$ cat src/rate_cfg_pkg.sv
`default_nettype none
package rate_cfg_pkg;

    // ========================================
    // Register map
    localparam logic [7:0] CFG_ADDR       = 8'h33;
    localparam logic [7:0] CFG_RESET      = 8'h00;
    localparam int         SEL_MSB        = 7;
    localparam int         SEL_LSB        = 2;
    localparam int         TOL_BIT        = 1;
    localparam int         RSVD_BIT       = 0;
    localparam logic       RSVD_VALUE     = 1'h0;
    localparam logic [7:0] UNMAPPED_READ  = 8'h00;

    // ========================================
    // Rate codes
    localparam int         CODE_W         = 6;
    localparam logic [5:0] CODE_AUTO      = 6'h00;
    localparam logic [5:0] CODE_MAX       = 6'h28;
    localparam logic [5:0] SEL_RESET      = 6'h00;
    localparam logic       TOL_RESET      = 1'h0;

    // ========================================
    // Rate table entry, all values in Hz
    localparam int         RATE_W         = 20;
    localparam logic [19:0] RATE_ZERO     = 20'h00000;

    typedef struct packed {
        logic [19:0] nominal;
        logic [19:0] lo;
        logic [19:0] hi;
    } rate_entry_t;

    localparam rate_entry_t ENTRY_NONE = '{nominal: 20'h00000, lo: 20'h00000, hi: 20'h00000};

endpackage
`default_nettype wire

$ cat src/rate_lookup_if.sv
`default_nettype none
interface rate_lookup_if;
    import rate_cfg_pkg::*;

    logic [5:0]  code;
    rate_entry_t entry;

    modport requester (output code, input entry);
    modport table_side (input code, output entry);
endinterface
`default_nettype wire

$ cat src/rate_table_rom.sv
`default_nettype none
module rate_table_rom
    import rate_cfg_pkg::*;
(
    input  wire logic       mclk,
    input  wire logic       sys_rst,
    rate_lookup_if.table_side lookup
);

    // ========================================
    // Registered table read, one cycle of latency
    // Reserved and auto codes give an all-zero entry so no stale range survives
    always_ff @(posedge mclk or posedge sys_rst) begin
        if (sys_rst) begin
            lookup.entry <= ENTRY_NONE;
        end else begin
            unique case (lookup.code)
                6'h01: lookup.entry <= '{20'd768000, 20'd670320, 20'd791040};
                6'h02: lookup.entry <= '{20'd614400, 20'd536256, 20'd632832};
                6'h03: lookup.entry <= '{20'd512000, 20'd446880, 20'd527360};
                6'h04: lookup.entry <= '{20'd438857, 20'd383040, 20'd452022};
                6'h05: lookup.entry <= '{20'd384000, 20'd335160, 20'd395520};
                6'h06: lookup.entry <= '{20'd341333, 20'd297920, 20'd351573};
                6'h07: lookup.entry <= '{20'd307200, 20'd268128, 20'd316416};
                6'h08: lookup.entry <= '{20'd256000, 20'd223440, 20'd263680};
                6'h09: lookup.entry <= '{20'd219429, 20'd191520, 20'd226011};
                6'h0A: lookup.entry <= '{20'd192000, 20'd167580, 20'd197760};
                6'h0B: lookup.entry <= '{20'd170667, 20'd148960, 20'd175786};
                6'h0C: lookup.entry <= '{20'd153600, 20'd134064, 20'd158208};
                6'h0D: lookup.entry <= '{20'd128000, 20'd111720, 20'd131840};
                6'h0E: lookup.entry <= '{20'd109714, 20'd95760, 20'd113005};
                6'h0F: lookup.entry <= '{20'd96000, 20'd83790, 20'd98880};
                6'h10: lookup.entry <= '{20'd85333, 20'd74480, 20'd87893};
                6'h11: lookup.entry <= '{20'd76800, 20'd67032, 20'd79104};
                6'h12: lookup.entry <= '{20'd64000, 20'd55860, 20'd65920};
                6'h13: lookup.entry <= '{20'd54857, 20'd47880, 20'd56502};
                6'h14: lookup.entry <= '{20'd48000, 20'd41895, 20'd49440};
                6'h15: lookup.entry <= '{20'd42667, 20'd37240, 20'd43946};
                6'h16: lookup.entry <= '{20'd38400, 20'd33516, 20'd39552};
                6'h17: lookup.entry <= '{20'd32000, 20'd27930, 20'd32960};
                6'h18: lookup.entry <= '{20'd27429, 20'd23940, 20'd28251};
                6'h19: lookup.entry <= '{20'd24000, 20'd20947, 20'd24720};
                6'h1A: lookup.entry <= '{20'd21333, 20'd18620, 20'd21973};
                6'h1B: lookup.entry <= '{20'd19200, 20'd16758, 20'd19776};
                6'h1C: lookup.entry <= '{20'd16000, 20'd13965, 20'd16480};
                6'h1D: lookup.entry <= '{20'd13714, 20'd11970, 20'd14125};
                6'h1E: lookup.entry <= '{20'd12000, 20'd10473, 20'd12360};
                6'h1F: lookup.entry <= '{20'd10667, 20'd9310, 20'd10986};
                6'h20: lookup.entry <= '{20'd9600, 20'd8379, 20'd9888};
                6'h21: lookup.entry <= '{20'd8000, 20'd6982, 20'd8240};
                6'h22: lookup.entry <= '{20'd6857, 20'd5985, 20'd7062};
                6'h23: lookup.entry <= '{20'd6000, 20'd5236, 20'd6180};
                6'h24: lookup.entry <= '{20'd5333, 20'd4655, 20'd5493};
                6'h25: lookup.entry <= '{20'd4800, 20'd4189, 20'd4944};
                6'h26: lookup.entry <= '{20'd4000, 20'd3491, 20'd4120};
                6'h27: lookup.entry <= '{20'd3429, 20'd2992, 20'd3531};
                6'h28: lookup.entry <= '{20'd3000, 20'd2618, 20'd3090}; // Lowest rate
                default: lookup.entry <= ENTRY_NONE;                    // Auto or reserved
            endcase
        end
    end

endmodule
`default_nettype wire

$ cat src/secondary_port_rate_config.sv
// Functional notes
// Config register sits at address 0x33 and every bit resets to zero.
// Bits 7..2 are a read/write rate code; zero means auto-detect the rate.
// Codes 1..40 pick fixed nominal rates with ranges; 1 is 768 kHz, 20 is 48 kHz.
// Code 40 is 3000 Hz, range 2618..3090; codes 41..63 are reserved.
// Bit 1 picks auto-match tolerance: clear 1 percent, set 5 percent; resets zero.
// Bit 0 is reserved, read only, always reads zero.
// Auto detection and tolerance act only in automatic clock configuration.
// A nonzero valid code overrides the detected rate with its nominal rate.
`default_nettype none
module secondary_port_rate_config
    import rate_cfg_pkg::*;
(
    input  wire logic        mclk,
    input  wire logic        sys_rst,
    input  wire logic [7:0]  reg_addr,
    input  wire logic        reg_wr,
    input  wire logic [7:0]  reg_wdata,
    input  wire logic        reg_rd,
    output logic      [7:0]  reg_rdata,
    input  wire logic        custom_clk_cfg,
    input  wire logic        detect_valid,
    input  wire logic [19:0] detected_rate,
    output logic             auto_detect_enable,
    output logic             tolerance_5pct,
    output logic             rate_code_invalid,
    output logic      [19:0] secondary_rate,
    output logic      [19:0] rate_min,
    output logic      [19:0] rate_max,
    output logic             rate_in_range
);

    // ========================================
    // Register storage
    logic [5:0]  rate_select;
    logic        rate_tolerance;
    logic [5:0]  sel_q;
    logic [19:0] detected_q;
    logic        cfg_hit;
    logic        code_manual;
    logic        code_reserved;
    logic        auto_now;

    rate_lookup_if lookup ();

    assign cfg_hit = (reg_addr == CFG_ADDR);

    // Fields load on a write to the config address; bit 0 has no storage
    always_ff @(posedge mclk or posedge sys_rst) begin
        if (sys_rst) begin
            rate_select    <= SEL_RESET;
            rate_tolerance <= TOL_RESET;
        end else if (reg_wr && cfg_hit) begin
            rate_select    <= reg_wdata[SEL_MSB:SEL_LSB];
            rate_tolerance <= reg_wdata[TOL_BIT];
        end
    end

    // Registered read port; unmapped addresses read as zero
    always_ff @(posedge mclk or posedge sys_rst) begin
        if (sys_rst) begin
            reg_rdata <= CFG_RESET;
        end else if (reg_rd) begin
            reg_rdata <= cfg_hit ? {rate_select, rate_tolerance, RSVD_VALUE}
                                 : UNMAPPED_READ;
        end
    end

    // ========================================
    // Rate table lookup
    // The code is delayed alongside the table so both stay aligned
    assign lookup.code = rate_select;

    rate_table_rom u_rate_table (
        .mclk    (mclk),
        .sys_rst (sys_rst),
        .lookup  (lookup)
    );

    always_ff @(posedge mclk or posedge sys_rst) begin
        if (sys_rst) begin
            sel_q <= SEL_RESET;
        end else begin
            sel_q <= rate_select;
        end
    end

    // Last detected rate is held so a quiet detector keeps its answer
    always_ff @(posedge mclk or posedge sys_rst) begin
        if (sys_rst) begin
            detected_q <= RATE_ZERO;
        end else if (detect_valid) begin
            detected_q <= detected_rate;
        end
    end

    // ========================================
    // Effective rate selection
    assign code_manual   = (sel_q != CODE_AUTO) && (sel_q <= CODE_MAX);
    assign code_reserved = (sel_q > CODE_MAX);
    assign auto_now      = (sel_q == CODE_AUTO) && !custom_clk_cfg;

    // Custom clocking leaves the rate to manual divider setup, so auto turns off
    always_ff @(posedge mclk or posedge sys_rst) begin
        if (sys_rst) begin
            auto_detect_enable <= 1'h0;
            tolerance_5pct     <= 1'h0;
        end else begin
            auto_detect_enable <= auto_now;
            tolerance_5pct     <= auto_now && rate_tolerance;
        end
    end

    // Reserved codes drive zero rather than guess a rate
    always_ff @(posedge mclk or posedge sys_rst) begin
        if (sys_rst) begin
            secondary_rate    <= RATE_ZERO;
            rate_min          <= RATE_ZERO;
            rate_max          <= RATE_ZERO;
            rate_code_invalid <= 1'h0;
            rate_in_range     <= 1'h0;
        end else begin
            rate_code_invalid <= code_reserved;
            rate_min          <= lookup.entry.lo;
            rate_max          <= lookup.entry.hi;
            if (code_manual) begin
                secondary_rate <= lookup.entry.nominal;
                rate_in_range  <= (detected_q >= lookup.entry.lo) &&
                                  (detected_q <= lookup.entry.hi);
            end else if (auto_now) begin
                secondary_rate <= detected_q;
                rate_in_range  <= 1'h0;
            end else begin
                secondary_rate <= RATE_ZERO;
                rate_in_range  <= 1'h0;
            end
        end
    end
endmodule
`default_nettype wire

$ cat config.mk
export PLATFORM = sky130hd
export DESIGN_NAME = secondary_port_rate_config
export DESIGN_NICKNAME = d
export VERILOG_FILES = /design/src/rate_cfg_pkg.sv /design/src/rate_lookup_if.sv /design/src/rate_table_rom.sv /design/src/secondary_port_rate_config.sv
export SDC_FILE = /design/constraint.sdc
export NUM_CORES = 1
export LEC_CHECK = 0
export ABC_AREA = 1
export BUFFER_PORTS_ARGS = -buffer_cell sky130_fd_sc_hd__buf_2
export CAP_MARGIN = 30
export CORE_UTILIZATION = 40
export CTS_CLUSTER_DIAMETER = 50
export DETAILED_ROUTE_END_ITERATION = 16
export MAX_ROUTING_LAYER = met4
export PLACE_DENSITY = 0.61
export SLEW_MARGIN = 20
export SYNTH_ARGS = -nofsm -noshare
export SYNTH_HDL_FRONTEND = slang
export SYNTH_SLANG_ARGS = --single-unit
$ cat constraint.sdc
create_clock -name mclk -period 4.7 [get_ports mclk]
set_clock_uncertainty 0.1 [all_clocks]
set_input_delay 0.235 -clock mclk [delete_from_list [all_inputs] [get_ports mclk]]
set_output_delay 0.235 -clock mclk [all_outputs]
set_load 0.1 [all_outputs]
# Word-level counts from Yosys, hierarchy flattened
# Memories as Yosys holds them, arrays and structs flattened. A register that Yosys moved wholly into a read port is not among the register bits.
# Index checks and enable logic that the tools add are counted.
# W data, S select, Z words.
[word_totals]
regBits = 105
out_inout_bits = 72
rom_bits = 3840
mem_count = 1
wordCells = 30
in_bits = 42
[mem_list]
columns = ["name", "words", "word_bits", "read_ports", "rd_ports_with_merged_regs", "wr", "line_no", "rtl"]
rows = [
  ["(name not given)", 64, 60, 1, 1, 0, "rate_table_rom.sv:17", "unique case (lookup.code)"],
]
[op_classes]
n_reduce_logical = 8
eq_ne = 1
n_mux = 4
n_lt_le_gt_ge = 4
[op_table]
columns = ["operator", "n"]
rows = [
  ["$mux W20", 2],
  ["$ge A20 B20 Y1", 1],
  ["$le A20 B20 Y1", 1],
  ["$eq A8 B6 Y1 const B", 1],
  ["$mux W8", 1],
  ["$gt A6 B6 Y1 const B", 1],
  ["$le A6 B6 Y1 const B", 1],
  ["$logic_not A6 Y1", 1],
  ["$reduce_bool A6 Y1", 1],
  ["$logic_and A1 B1 Y1", 5],
  ["$logic_not A1 Y1", 1],
  ["$mux W1", 1],
]

# Longest topological paths before layout
[logic_depth]
depth_word = 4
ltp_mapped = 13
ltp_nobuf = 13

# By module
# From an unflattened synthesis, not the netlist that was laid out.
[unflattened]
cells_unflattened = 1048
area_unflattened_um2 = 8710.9
[modules_own_cells]
columns = ["mod", "seq_area_each_um2", "area_per_inst_um2", "cells_per_inst", "instances"]
rows = [
  ["secondary_port_rate_config", 2602.5, 4615.7, 452, 1],
  ["rate_table_rom", 1451.4, 4095.2, 596, 1],
]

# Worst setup path before layout
# No wires, ideal clock.
[synth_timing]
kind = "register -> register"
start = "register rate_select[0], in the netlist lookup.code[0]"
end = "register u_rate_table.lookup.entry[26] (netlist name)"
stages_incl_launch_ff = 11
slack_ns = 2.780
setup_time_ns = 0.125
period_less_slack_ns = 1.920
arrival_time_ns = 1.695
path_buffers = 0
t_required_ns = 4.475
path_cell_list = "dfrtp_1 > inv_2 > ha_1 > inv_2 > nor2_4 > nand2_1 > nand2_1 > a21oi_1 > o31ai_1 > nand3_1 > o31ai_1"
[synth_lines]
columns = ["element", "line_no", "rtl"]
rows = [
  ["start: declaration", "secondary_port_rate_config.sv:35", "logic [5:0] rate_select;"],
  ["start signal: assignment", "secondary_port_rate_config.sv:54", "rate_select <= reg_wdata[SEL_MSB:SEL_LSB];"],
]

==> metrics.txt <==
total power draw=3.35 mW; Net Count, Synth=between 1000 and 1500; post-synthesis sequential area ratio=0.495; Worst Hold Slack=-74.0 ps; design area=9810 sq um; register area=4050 sq um; antenna viol nets, final=0; top cell type's share of synthesized area=0.495; die width=roughly 150 microns; Syn Area/Cell=approximately 8.6 sq um; MaxCap Viol Count=0; H-tree depth=4; final hold vios=18; yosys warns=0; Setup TNS=0 ps; achievable frequency=0.337 GHz; Post-Route WL=27500 microns; DRT Pass-1 Iters=6; 1st-iter DRT viols=688; Yosys top cell by area=dfrtp_1; period utilisation layout=0.630; VDD IR max=0.207 mV; pins over their slew limit=0; Non-Filler Instances=1358; ys flop type=dfrtp_1; status=finished, violations left; FP Rows=51; Diodes inserted=0; clock slew at reported path FFs=70 ps; pin count of the biggest net entering global routing=163; Placer Congestion=around 1.0; asr flop ratio synth=1.00; commonest cells in the netlist=205 x nand2_1, 162 x dfrtp_1, 104 x inv_1; first-pass GRT wire length=between 40000 and 50000 microns; initial antenna violation count=0; count of buffers from port buffering=111; DIE AREA=~21000 sq um; Total GRT Usage=0.275; vias in the first global route=7073; failing checks=hold timing; placed cell count=1298; leakage=4.97 nW; share of layout cells above drive strength 1=0.171; fillers=slightly below 2000; Final nets=approximately 1200; GR Overflow Total=0; number of synthesized flops with an enable pin=0; RSZ-0062 raised after global routing=false; DPL Wire Length=20100 microns; P&R area growth vs syn=19.9%; Clock Sinks=162; startpoint type of the worst setup path=register; cts bufs inserted=17; CTS tree=done; CP Max Fanout=12; root buffer selected by CTS=clkbuf_16; cell count after synthesis=950; Worst-Margin Slew=851 ps; worst skew pair latency=430 ps; Unique masters post-synth=43; placed cell areas=~8900 sq um; # Post-CTS Setup Buffers=0; Post-Synthesis Cell Area=approximately 8000 sq um; DRC=0; Worst EP arrival=about 3100 ps; setup violators final=0; via count=7240; clock tree buffer depth=2; Synth Register Bits=162; worst min path class=input port to async pin; Core ar.=19800 sq um; Die Y=between 100 and 150 microns; area of the multi-input gates=3460 sq um; CP Class=register to register; I/O pins=114; count leader, synth=nand2_1; WL/cell=20.2 microns; Pwr per Cell Area=approximately 340 nW/um^2; relative max-transition margin=0.433; Setup crit end kind=register; Req. time, crit path=between 4000 and 5000 ps; Tmin final=2960 ps; Initial Util=0.414; Synth area leaders=dfrtp_1 50%, nand2_1 9.4%, ha_1 8.9%; Vias/cell=5.33
==> flip-flops by register name, indices dropped and copies added, names as in the netlist <==
signal and cells:
tolerance_5pct 1, rate_min 20, secondary_rate 20, u_rate_table.lookup.entry 58, rate_max 20, sel_q 6
rate_tolerance 1, reg_rdata 7, lookup.code 6, detected_q 20, rate_in_range 1, auto_detect_enable 1
rate_code_invalid 1
==> final cells by class <==
class	count	area share
inverter	124	0.0483
timing repair buffer	146	0.0918
clock inverter	11	0.0129
tap	265	0.0338
sequential	162	0.413
clock buffer	21	0.0469
multi-input combinational	629	0.353
==> cell families (layout without fill, tap and decap cells) <==
| kind of cell | after synthesis | after routing | synth area share |
|---|---|---|---|
| compound gates | 218 | 218 | 0.153 |
| fa+ha+maj | 58 | 58 | 0.0887 |
| buf+inv | 159 | 302 | 0.0815 |
| flops | 162 | 162 | 0.495 |
| other cells | 1 | 1 | 0.000458 |
| simple gates | 352 | 352 | 0.181 |
==> final timing paths <==
path | startpoint | end | slack, ps | cells after the start
worst min-delay path | sys_rst | detected_q[16] | -70 | 3
worst min register to register | u_rate_table.lookup.entry[5] | rate_max[5] | 280 | 0
worst max-delay path | lookup.code[0] | u_rate_table.lookup.entry[48] | 1740 | 8
worst max register to register | lookup.code[0] | u_rate_table.lookup.entry[48] | 1740 | 8
max in group asynchronous | sys_rst | u_rate_table.lookup.entry[46] | 3930 | 3
min in group mclk | reg_rd | reg_rdata[2] | 160 | 4
==> per-stage QoR <==
step | setup slack, ps | utilization
after floorplan | 2310 | -
after global placement | 1870 | 0.452
after detailed placement | 1950 | 0.452
after CTS | 1930 | 0.496
after global routing | 1710 | 0.496
final | 1740 | 0.496
==> placed cells by master, fill, tap and decap left out, types with 19 or more instances in the layout <==
cell and instances:
nor2_1 70, ha_1 58, o21ai_1 19, nand3_1 37
o21ai_0 77, dlygate4sd3_1 28, dfrtp_1 162, a21oi_1 56
buf_2 111, nand2_1 205, inv_1 103
==> critical path, cell delays in order, from the launching register on <==
cell,delay (ps)
dfrtp_1,690
inv_2,220
ha_1,350
inv_1,140
nor2_1,150
o21ai_1,600
o21ai_0,220
nand2_1,100
o2111ai_1,180
==> what timing repair did <==
action | 4_1_cts | 5_1_grt
resized for setup | 0 | 0
hold buffers | 28 | 0
hold endpoints to repair | 28 | 0
==> power by group <==
group	leakage (nW)	internal, mW	switching [mW]
combinational	2.53	0.138	0.360
clock	0.288	0.815	0.563
sequential	2.15	1.44	0.0350
==> metal layers <==
layer  routed length, microns  track usage  vias to the layer above  part of all wire
li1                         -            -                     3402                 -
met1                    12400        0.382                     3400              0.45
met2                    11900        0.390                      367              0.43
met3                     2020       0.0469                       71             0.073
met4                     1140        0.126                        0             0.042
met5                        0            -                        -                 0
No activity file was read; power rests on OpenSTA's default activity.
